$ cat config.mk
export PLATFORM = sky130hd
export DESIGN_NAME = tad_detector
export DESIGN_NICKNAME = d
export VERILOG_FILES = /design/src/tad_pkg.sv /design/src/tad_axis_cmp.sv /design/src/tad_detector.sv /design/src/tad_hpf.sv
export SDC_FILE = /design/constraint.sdc
export NUM_CORES = 1
export LEC_CHECK = 0
export ABC_CLOCK_PERIOD_IN_PS = 5800
export BUFFER_PORTS_ARGS = -buffer_cell sky130_fd_sc_hd__clkbuf_2
export CORE_UTILIZATION = 51
export CTS_CLUSTER_DIAMETER = 150
export DETAILED_ROUTE_END_ITERATION = 8
export GPL_ROUTABILITY_DRIVEN = 0
export HOLD_SLACK_MARGIN = 0.08
export PLACE_DENSITY = 0.7
export SKIP_CTS_REPAIR_TIMING = 1
export SYNTH_ARGS = -nofsm -noshare
export SYNTH_HDL_FRONTEND = slang
export SYNTH_HIERARCHICAL = 1
export SYNTH_SLANG_ARGS = --single-unit
$ cat constraint.sdc
create_clock -name i_clk_sys -period 5.8 [get_ports i_clk_sys]
set_input_delay 1.74 -clock i_clk_sys [delete_from_list [all_inputs] [get_ports i_clk_sys]]
set_output_delay 1.74 -clock i_clk_sys [all_outputs]
set_load 0.01 [all_outputs]
$ cat src/tad_pkg.sv
`default_nettype none
package tad_pkg;
  // register offsets
  localparam logic [7:0] ADDR_CONFIG = 8'h1d;
  localparam logic [7:0] ADDR_SOURCE = 8'h1e;
  localparam logic [7:0] ADDR_THRESHOLD = 8'h1f;
  localparam logic [7:0] ADDR_COUNT = 8'h20;
  // reset values
  localparam logic [7:0] RST_CONFIG = 8'h00;
  localparam logic [7:0] RST_THRESHOLD = 8'h00;
  localparam logic [7:0] RST_COUNT = 8'h00;
  localparam logic [7:0] RDATA_UNMAPPED = 8'h00;
  // transient_config fields: axis enable of axis i sits at CFG_AXIS_EN + i
  localparam int CFG_BYPASS = 0;
  localparam int CFG_AXIS_EN = 1;
  localparam int CFG_LATCH = 4;
  localparam logic [7:0] CFG_WRITE_MASK = 8'h1f;
  // transient_source fields: polarity at 2*i, event flag at 2*i+1
  localparam int SRC_ANY_EVENT = 6;
  // transient_threshold fields
  localparam int THS_DEBOUNCE_MODE = 7;
  localparam int THS_W = 7;
  // data widths
  localparam int AXES = 3;
  localparam int SAMPLE_W = 14;
  localparam int AXIS_THS_W = 13;
  localparam int COUNT_W = 8;
  localparam int HPF_SHIFT = 4;
  // 4 g in counts at the 8 g setting (1024 counts per g)
  localparam logic [SAMPLE_W:0] LOW_NOISE_LIMIT_8G = 15'h1000;
  typedef enum logic [1:0] {
    TAD_FS_2G = 2'h0,
    TAD_FS_4G = 2'h1,
    TAD_FS_8G = 2'h2
  } tad_fs_e;
endpackage : tad_pkg
`default_nettype wire
$ cat src/tad_axis_cmp.sv
`timescale 1ns/1ps
`default_nettype none
module tad_axis_cmp #(
  parameter int W = tad_pkg::SAMPLE_W
) (
  input wire logic signed [W-1:0] i_sample,
  input wire tad_pkg::tad_fs_e i_full_scale_select,
  input wire logic i_low_noise,
  input wire logic [tad_pkg::THS_W-1:0] i_event_threshold,
  input wire logic i_axis_ths_en,
  input wire logic [tad_pkg::AXIS_THS_W-1:0] i_axis_ths,
  output logic o_beyond,
  output logic o_negative
);
  logic [W:0] sx;
  logic [W:0] mag;
  logic [W:0] ths_eff;

  always_comb begin
    sx = {i_sample[W-1], i_sample};
    o_negative = i_sample[W-1];
    mag = o_negative ? (~sx + 1'b1) : sx;
    // low noise caps the range at 4 g
    // the spare code 3 runs as 8 g, so it is capped as well
    if (i_low_noise && i_full_scale_select != tad_pkg::TAD_FS_2G
        && i_full_scale_select != tad_pkg::TAD_FS_4G
        && mag > tad_pkg::LOW_NOISE_LIMIT_8G) begin
      mag = tad_pkg::LOW_NOISE_LIMIT_8G;
    end
    // threshold step is fixed, so rescale it into sample counts
    unique case (i_full_scale_select)
      tad_pkg::TAD_FS_2G: ths_eff = {i_event_threshold, 8'h00};
      tad_pkg::TAD_FS_4G: ths_eff = {1'b0, i_event_threshold, 7'h00};
      default: ths_eff = {2'b00, i_event_threshold, 6'h00};
    endcase
    if (i_axis_ths_en) begin
      ths_eff = {2'b00, i_axis_ths};
    end
    o_beyond = mag > ths_eff;
  end
endmodule : tad_axis_cmp
`default_nettype wire

$ cat src/tad_detector.sv
// Summary of operation
// - bypass bit selects filtered or raw samples
// - bypassed filter compares raw acceleration with offset
// - event when enabled axis beyond threshold long enough
// - disabled axes never contribute to the event
// - latch mode holds event until source read
// - non-latched event output follows live detection
// - latch mode freezes axis flags and polarity
// - live mode updates flags; read alone clears
// - summary bit is or of axis flags
// - axis flag only after full debounce count
// - polarity zero positive, one negative
// - mode zero decrements counter when condition false
// - mode one clears counter when condition false
// - seven-bit threshold at fixed eight-g scale
// - low noise limits range to four g
// - per-axis thresholds replace common threshold
// - debounce count register at 0x20
// - hybrid mode steps counter every other sample
`timescale 1ns/1ps
`default_nettype none
module tad_detector #(
  parameter int W = tad_pkg::SAMPLE_W,
  parameter int CNT_W = tad_pkg::COUNT_W
) (
  input wire logic i_clk_sys,
  input wire logic i_resetn,
  input wire logic i_clk_en,
  input wire logic i_sample_valid,
  input wire logic [W-1:0] i_accel_x,
  input wire logic [W-1:0] i_accel_y,
  input wire logic [W-1:0] i_accel_z,
  input wire logic [1:0] i_full_scale_select,
  input wire logic i_low_noise,
  input wire logic i_hybrid_mode,
  input wire logic i_axis_ths_en,
  input wire logic [tad_pkg::AXIS_THS_W-1:0] i_axis_ths_x,
  input wire logic [tad_pkg::AXIS_THS_W-1:0] i_axis_ths_y,
  input wire logic [tad_pkg::AXIS_THS_W-1:0] i_axis_ths_z,
  input wire logic [7:0] i_reg_addr,
  input wire logic i_reg_wr,
  input wire logic i_reg_rd,
  input wire logic [7:0] i_reg_wdata,
  output logic [7:0] o_reg_rdata,
  output logic o_event
);
  localparam int AXES = tad_pkg::AXES;

  logic rst_meta;
  logic rst_n;
  logic [7:0] transient_config;
  logic [7:0] transient_threshold;
  logic [CNT_W-1:0] debounce_count;
  logic [7:0] next_config;
  logic [7:0] next_threshold;
  logic [CNT_W-1:0] next_count;
  logic [CNT_W-1:0] cnt;
  logic [CNT_W-1:0] next_cnt;
  logic phase;
  logic next_phase;
  logic live_active;
  logic next_live;
  logic [AXES-1:0] axis_flag;
  logic [AXES-1:0] axis_pol;
  logic [AXES-1:0] next_flag;
  logic [AXES-1:0] next_pol;
  logic next_event;
  logic [7:0] next_rdata;
  logic [7:0] source_value;
  logic step;
  logic cond;
  logic trig;
  logic trig_step;
  logic read_src;
  logic any_event_active;
  logic allowed;
  logic [AXES-1:0] beyond;
  logic [AXES-1:0] negative;
  logic [AXES-1:0] hit;
  logic [AXES-1:0][W-1:0] raw;
  logic [AXES-1:0][W-1:0] filt;
  logic [AXES-1:0][W-1:0] det;
  logic [AXES-1:0][tad_pkg::AXIS_THS_W-1:0] axis_ths;

  assign raw = {i_accel_z, i_accel_y, i_accel_x};
  assign axis_ths = {i_axis_ths_z, i_axis_ths_y, i_axis_ths_x};

  // reset release through two flops; clock enable does not hold it
  always_ff @(posedge i_clk_sys or negedge i_resetn) begin
    if (!i_resetn) begin
      rst_meta <= 1'b0;
      rst_n <= 1'b0;
    end else begin
      rst_meta <= 1'b1;
      rst_n <= rst_meta;
    end
  end

  for (genvar i = 0; i < AXES; i++) begin : g_axis
    tad_hpf #(
      .W(W),
      .K(tad_pkg::HPF_SHIFT)
    ) u_hpf (
      .i_clk(i_clk_sys),
      .i_rst_n(rst_n),
      .i_clk_en(i_clk_en),
      .i_valid(i_sample_valid),
      .i_sample(raw[i]),
      .o_sample(filt[i])
    );
    assign det[i] = transient_config[tad_pkg::CFG_BYPASS] ? raw[i] : filt[i];
    tad_axis_cmp #(
      .W(W)
    ) u_cmp (
      .i_sample(det[i]),
      .i_full_scale_select(tad_pkg::tad_fs_e'(i_full_scale_select)),
      .i_low_noise(i_low_noise),
      .i_event_threshold(transient_threshold[tad_pkg::THS_W-1:0]),
      .i_axis_ths_en(i_axis_ths_en),
      .i_axis_ths(axis_ths[i]),
      .o_beyond(beyond[i]),
      .o_negative(negative[i])
    );
    assign hit[i] = beyond[i] && transient_config[tad_pkg::CFG_AXIS_EN + i];
    assign source_value[2*i] = axis_pol[i];
    assign source_value[2*i+1] = axis_flag[i];
  end

  assign any_event_active = |axis_flag;
  assign source_value[tad_pkg::SRC_ANY_EVENT] = any_event_active;
  assign source_value[7] = 1'b0;
  assign read_src = i_reg_rd && i_reg_addr == tad_pkg::ADDR_SOURCE;

  // register writes and read data
  always_comb begin
    next_config = transient_config;
    next_threshold = transient_threshold;
    next_count = debounce_count;
    next_rdata = o_reg_rdata;
    if (i_reg_wr) begin
      unique case (i_reg_addr)
        tad_pkg::ADDR_CONFIG: next_config = i_reg_wdata & tad_pkg::CFG_WRITE_MASK;
        tad_pkg::ADDR_THRESHOLD: next_threshold = i_reg_wdata;
        tad_pkg::ADDR_COUNT: next_count = i_reg_wdata[CNT_W-1:0];
        default: next_count = debounce_count;
      endcase
    end
    if (i_reg_rd) begin
      unique case (i_reg_addr)
        tad_pkg::ADDR_CONFIG: next_rdata = transient_config;
        tad_pkg::ADDR_SOURCE: next_rdata = source_value;
        tad_pkg::ADDR_THRESHOLD: next_rdata = transient_threshold;
        tad_pkg::ADDR_COUNT: next_rdata = 8'(debounce_count);
        default: next_rdata = tad_pkg::RDATA_UNMAPPED;
      endcase
    end
  end

  always_ff @(posedge i_clk_sys or negedge rst_n) begin
    if (!rst_n) begin
      transient_config <= tad_pkg::RST_CONFIG;
      transient_threshold <= tad_pkg::RST_THRESHOLD;
      debounce_count <= CNT_W'(tad_pkg::RST_COUNT);
      o_reg_rdata <= tad_pkg::RDATA_UNMAPPED;
    end else if (i_clk_en) begin
      transient_config <= next_config;
      transient_threshold <= next_threshold;
      debounce_count <= next_count;
      o_reg_rdata <= next_rdata;
    end
  end

  // debounce counter, one step per output sample period
  assign step = i_clk_en && i_sample_valid && (!i_hybrid_mode || phase);
  assign cond = |hit;

  always_comb begin
    next_phase = phase;
    next_cnt = cnt;
    next_live = live_active;
    trig = 1'b0;
    if (i_sample_valid) begin
      next_phase = i_hybrid_mode ? !phase : 1'b0;
    end
    if (step) begin
      if (cond) begin
        next_cnt = (cnt < debounce_count) ? cnt + 1'b1 : debounce_count;
        trig = next_cnt == debounce_count;
      end else if (transient_threshold[tad_pkg::THS_DEBOUNCE_MODE]) begin
        next_cnt = '0;
      end else if (cnt != '0) begin
        next_cnt = cnt - 1'b1;
      end
      next_live = trig;
    end
  end

  always_ff @(posedge i_clk_sys or negedge rst_n) begin
    if (!rst_n) begin
      phase <= 1'b0;
      cnt <= '0;
      live_active <= 1'b0;
    end else if (i_clk_en) begin
      phase <= next_phase;
      cnt <= next_cnt;
      live_active <= next_live;
    end
  end

  // source flags; a trigger in the reading cycle survives the clear
  assign trig_step = step && trig;
  assign allowed = trig_step
    && !(transient_config[tad_pkg::CFG_LATCH] && any_event_active && !read_src);

  always_comb begin
    next_flag = read_src ? '0 : axis_flag;
    next_pol = read_src ? '0 : axis_pol;
    if (allowed) begin
      next_flag = next_flag | hit;
      next_pol = (next_pol & ~hit) | (negative & hit);
    end
    next_event = transient_config[tad_pkg::CFG_LATCH] ? |next_flag : next_live;
  end

  always_ff @(posedge i_clk_sys or negedge rst_n) begin
    if (!rst_n) begin
      axis_flag <= '0;
      axis_pol <= '0;
      o_event <= 1'b0;
    end else if (i_clk_en) begin
      axis_flag <= next_flag;
      axis_pol <= next_pol;
      o_event <= next_event;
    end
  end
endmodule : tad_detector
`default_nettype wire

$ cat src/tad_hpf.sv
`timescale 1ns/1ps
`default_nettype none
module tad_hpf #(
  parameter int W = tad_pkg::SAMPLE_W,
  parameter int K = tad_pkg::HPF_SHIFT
) (
  input wire logic i_clk,
  input wire logic i_rst_n,
  input wire logic i_clk_en,
  input wire logic i_valid,
  input wire logic signed [W-1:0] i_sample,
  output logic signed [W-1:0] o_sample
);
  logic signed [W-1:0] x_prev;
  logic signed [W-1:0] next_x_prev;
  logic signed [W-1:0] next_y;
  logic signed [W+1:0] acc;
  logic signed [W+1:0] ye;
  logic signed [W+1:0] xe;
  logic signed [W+1:0] pe;

  // first order high pass: y += dx - y/2^K, saturated to the sample width
  always_comb begin
    ye = {{2{o_sample[W-1]}}, o_sample};
    xe = {{2{i_sample[W-1]}}, i_sample};
    pe = {{2{x_prev[W-1]}}, x_prev};
    acc = ye + xe - pe - (ye >>> K);
    next_y = o_sample;
    next_x_prev = x_prev;
    if (i_valid) begin
      next_x_prev = i_sample;
      if (acc[W+1:W-1] == '0 || acc[W+1:W-1] == '1) begin
        next_y = acc[W-1:0];
      end else begin
        next_y = acc[W+1] ? {1'b1, {(W-1){1'b0}}} : {1'b0, {(W-1){1'b1}}};
      end
    end
  end

  always_ff @(posedge i_clk or negedge i_rst_n) begin
    if (!i_rst_n) begin
      o_sample <= '0;
      x_prev <= '0;
    end else if (i_clk_en) begin
      o_sample <= next_y;
      x_prev <= next_x_prev;
    end
  end
endmodule : tad_hpf
`default_nettype wire

; After elaboration in Yosys (flattened, before gate mapping)
; Index checks and enable logic that the tools add are counted.
[word_totals]
regBits = 132
inputBits = 108
out_inout_bits = 9
elab_cells = 129
[classes]
n_addsub = 14
magnitude_cmp = 7
n_eq_ne = 10
n_mux = 33
bitwise_logic = 8
n_reduce_logical = 39
[op_table]
columns = operator, count
row1 = 15-bit 2-to-1 mux, 9
row2 = 14-bit 2-to-1 mux, 9
row3 = 15-bit by 14-bit subtractor with 16-bit output, 3
row4 = 16-bit by 10-bit subtractor with 16-bit output, 3
row5 = 14-bit by 14-bit adder with 15-bit output, 3
row6 = 15-bit by 1-bit adder with 15-bit output (second input constant), 3
row7 = 15-bit by 13-bit > comparator with 1-bit output (second input constant), 3
row8 = 15-bit > comparator, 3
row9 = 15-bit inverter, 3
row10 = 8-bit 2-to-1 mux, 4
row11 = 8-bit one-hot mux with 4 select lines, 1
row12 = 15-bit one-hot mux with 2 select lines, 1
row13 = 8-bit by 5-bit == test with 1-bit output (second input constant), 3
row14 = 1-bit logical AND, 15
row15 = 3-bit 2-to-1 mux, 4
row16 = 3-bit AND reduction, 4
row17 = 3-bit == test (second input constant), 3
row18 = 3-bit zero test, 3
row19 = 3-bit OR reduction, 3
row20 = 8-bit by 1-bit adder with 8-bit output (second input constant), 1
row21 = 8-bit by 6-bit == test with 1-bit output (second input constant), 1
row22 = 8-bit == test, 1
row23 = 8-bit < comparator, 1
row24 = 8-bit nonzero test, 1
row25 = 13 further kinds, 26

; Depth between registers and ports, before layout
[logic_depth]
depth_word = 17
ltp_mapped = 24
mapped_depth_nobuf = 21

; Hierarchy
; Netlist, hierarchy kept.
[modules_own_cells]
columns = mod, instances, cells_each, area_per_inst_um2, seq_area_each_um2
row1 = tad_detector, 1, 349, 3435.8, 1201.2
row2 = tad_hpf at g_axis[0].u_hpf, 1, 288, 2741.4, 700.7
row3 = tad_hpf at g_axis[2].u_hpf, 1, 295, 2731.4, 700.7
row4 = tad_hpf at g_axis[1].u_hpf, 1, 298, 2727.6, 700.7
row5 = tad_axis_cmp at g_axis[0].u_cmp ..., 2, 146, 991.0, 0.0
row6 = tad_axis_cmp at g_axis[1].u_cmp, 1, 147, 965.9, 0.0

; Worst setup path after synthesis
; OpenSTA, ideal clock, no wires.
[synth_path]
path_type = input to register
from = in i_accel_x[0]
to = reg cnt[0]
arrival_time_ns = 5.518
required_ns = 5.674
slack_ns = 0.156
cell_stages = 21
path_buffers = 2
path_cell_list = mux2_2 -> inv_1 -> ha_1 -> nor4b_1 -> a31o_2 -> mux2_4 -> nor2_4 -> buf_6 -> nor2_1 -> ha_1 -> nand4_1 -> or2_2 -> o21a_1 -> a41oi_1 -> o32a_1 -> nand2_1 -> and3_1 -> nand2b_1 -> o21ai_0 -> clkbuf_1 -> a221o_1
[synth_between]
elab_chain_cells = 12
elab_cells_between_ends = 13
cone_classes = add/sub: 1 / order compare: 2 / mux: 4 / bitwise: 1 / reduce/logical: 5
[synth_lines]
columns = item, line
row1 = from (decl), tad_detector.sv:30  ; input wire logic [W-1:0] i_accel_x,
row2 = 14-bit 2-to-1 mux (*), tad_detector.sv:111  ; assign det[i] = transient_config[tad_pkg::CFG_BYPASS] ? raw[i] : filt[i];
row3 = 15-bit inverter, tad_axis_cmp.sv:22  ; mag = o_negative ? (~sx + 1'b1) : sx;
row4 = 15-bit by 1-bit adder with 15-bit output, tad_axis_cmp.sv:22
row5 = 15-bit 2-to-1 mux (*), tad_axis_cmp.sv:22
row6 = 15-bit by 13-bit > comparator with 1-bit output, tad_axis_cmp.sv:27  ; && mag > tad_pkg::LOW_NOISE_LIMIT_8G) begin
row7 = 1-bit logical AND, tad_axis_cmp.sv:27
row8 = 15-bit 2-to-1 mux (*), tad_axis_cmp.sv:25  ; if (i_low_noise && i_full_scale_select != tad_pkg::TAD_FS_2G
row9 = 15-bit > comparator (*), tad_axis_cmp.sv:39  ; o_beyond = mag > ths_eff;
row10 = named net beyond[0], tad_detector.sv:77  ; logic [AXES-1:0] beyond;
row11 = 1-bit logical AND (*), tad_detector.sv:124  ; assign hit[i] = beyond[i] && transient_config[tad_pkg::CFG_AXIS_EN + i];
row12 = 3-bit OR reduction (*), tad_detector.sv:175  ; assign cond = |hit;
row13 = 3-bit nonzero test (no line), n/a
row14 = 3-bit AND reduction (no line), n/a
row15 = to (signal assigned), tad_detector.sv:205  ; cnt <= next_cnt;
row16 = to (decl), tad_detector.sv:57  ; logic [CNT_W-1:0] cnt;
; The timed path passes the listed nets; every way through them passes the cells marked *.
; A chain may end at the register's enable or synchronous reset.

==> metrics.txt <==
status finished clean; Period Utilization, post-route 93.84%; Pins Over Slew Limit 0; cells after synthesis 1669; syn nets 1970; clk slew on worst S/H paths 70 ps; synthesis-to-layout area growth 10.42%; Starting Density 52.21%; commonest non-fill, non-tap cell in the layout inv_1; WL/cell 17.22 um; post-synthesis xor/xnor area fraction 5.027%; top area cells in the synthesized netlist dfrtp_1, fa_1, ha_1, inv_1, mux2_2; H-tree levels 4; GRT Total Usage 26.58%; first-pass GRT wire length 61420 um; CP cell instances clkbuf_2, mux2_2, inv_1, ha_1, nor4b_1, a31o_2, mux2_4, nor2_4, nor2_1, ha_1, nand4_1, or2_2, o21a_1, a41oi_1, o32a_1, nand2_1, buf_4, nand3_1, nand2_1, nor3_1, a22oi_1, nand3_1, o221ai_1; Netlist Area Pre-Place 14580 um^2; CP max FO 8; GR Layer Usage met3 4.464%; Final #Nets 2073; share of cells above drive strength 1 18.26%; CP required 6090 ps; warnings from Yosys 6; final WL 37310 um; sequential-to-total area share from yosys stat 22.65%; CP max-delay cell mux2_4; die area 29280 um^2; Fillers 2560; HP Start rst_meta; CP Capture Type flop; asr flop ratio synth 100.0%; Max Root-Sink Buffers 2; largest net degree at the start of global routing 73; post-route ant nets 0; DP Cell Count 2131; 1st-iter DRT viols 874; Die Height 171.1 um; Max-Cap Viols 0; max frequency 183.7 MHz; CTS tree yes; Finished Layout Cells 2166; CTS root buf clkbuf_16; kind of critical path primary input to flop; hpwl dp 29240 um; Worst Tran Pin Value 1032 ps; count of cell types in the netlist 110; Port Buffer Count 116; most frequent cells in the layout inv_1, nand2_1, nor2_1, dfrtp_1, clkbuf_2; Bufs and invs on worst path 3; layer with the highest usage met2; Vias/cell 5.657; Worst setup SP type primary input; die width 171.1 um; synthesized flop and latch total 132; HP Class flop to flop; Core Area 27930 um^2; Adder-Cell Fraction of Synth Area 21.04%; max incr delay on CP 320 ps; final core occ 57.65%; largest family of logic cells by synthesized area adder cells; most area-hungry cell type in the Yosys netlist dfrtp_1; Mean Syn Cell Area 8.738 um^2; vias in the first global route 12383; met2 usage 43.87%; worst skew pair latency 440 ps; Setup crit start i_accel_x[1]; final worst path period need 5443 ps; CTS Buf Count 17; Synth Flop Type dfrtp_1; Final setup viols 0; RR Startpoint transient_config[0]; Congestion Overflow GR 0; Sink Count 132; multiplexer share of the synthesized area 7.001%; max_slew headroom 31.18%; 1st-pass router iterations 5; Post-Synth Simple-Gate Area 16.74%; Via Count 12252; Rows 61; critical path's top delay family simple AND/OR/NAND/NOR gates; IO Pins 117; DR DRC count 0; Synth Area in Compound Gates 19.59%; RSZ-0062 raised after global routing false; hold violation count in the final report 0; post-synth top area share 22.65%; number of synthesized flops with an enable pin 0; Final Skew 17.28 ps; crit path DAT 5730 ps; initial antenna violation count 6; grt met1 use 34.81%
[per-stage QoR]
| step | setup TNS [ps] | setup WS (ps) | hold slack, ps | cell area, um^2 |
|---|---|---|---|---|
| 2_1_floorplan | 0 | 155.7 | 331.2 | 14580 |
| 3_3_place_gp | 0 | 33.99 | 333.4 | 15540 |
| 3_5_place_dp | -189.4 | -60.79 | 341.2 | 15540 |
| 4_1_cts | 0 | 390.1 | 356.9 | 16090 |
| 5_1_grt | 0 | 33.01 | 364.7 | 16100 |
| 6_report | 0 | 357.4 | 352.7 | 16100 |
[cells by family (layout without fill, tap and decap cells)]
kind of cell             after synthesis  count (layout)
other                                  4               7
flip-flops                           132             132
AO/OA/AOI/OAI                        403             403
multiplexers                          93              93
buffers and inverters                277             393
XOR/XNOR                              76              76
AND/OR/NAND/NOR                      491             491
adder cells (fa/ha/maj)              193             193
[synth_stat cells, drive strengths merged, types with 6 or more instances]
cell	number
dfrtp	132
xnor2	35
a221oi	18
a22oi	10
a21oi	116
mux2	66
a21o	22
a31oi	15
o22ai	7
ha	106
o21a	14
o211ai	20
xor2	38
fa	87
and2	7
clkbuf	36
nand4	13
o21ai	96
or3	11
nor2	150
mux2i	27
buf	26
a211oi	10
or2	9
and3	18
nand3	21
nor2b	13
nor4b	6
nor4	9
inv	213
nand2b	15
o31ai	10
nor3	27
nand2	169
o221ai	6
a311oi	6
[path summary, 6_finish.rpt]
kind                                       end  slack (ps)  cells after the start
max                                axis_pol[1]         360                     23
min                                      rst_n         350                      0
max reg2reg                             cnt[0]         640                     21
min reg2reg                              rst_n         350                      0
max in group asynchronous  transient_config[0]        3790                      1
min in group asynchronous               cnt[0]         500                      0
[final cells by class]
cell class | instances | area (um^2) | share of cell area (%)
antenna | 3 | 7.507 | 0.04662
clock buffer | 17 | 425.4 | 2.642
sequential | 132 | 3311 | 20.56
multi-input combinational | 1260 | 10130 | 62.93
timing repair buffer | 148 | 820.8 | 5.097
clock inverter | 15 | 132.6 | 0.8236
inverter | 213 | 799.5 | 4.965
tap | 378 | 473.0 | 2.937
[metal layers]
metal  vias up  share of wire, %
met1      5880                45
met2       300                47
met4         2               3.0
li1       6008                 -
met3        62               4.9
met5         -             0.029
[flip-flops by register name, summed over array words and instances, names as in the netlist]
| name | count |
|---|---|
| axis_flag | 3 |
| axis_pol | 3 |
| cnt | 8 |
| debounce_count | 8 |
| g_axis.u_hpf/o_sample | 42 |
| g_axis.u_hpf/x_prev | 42 |
| live_active | 1 |
| o_event | 1 |
| o_reg_rdata | 8 |
| phase | 1 |
| rst_meta | 1 |
| rst_n | 1 |
| transient_config | 5 |
| transient_threshold | 8 |
Power is not shown: default switching activity piles up to over one toggle a cycle in this logic, so the estimate is an artifact.
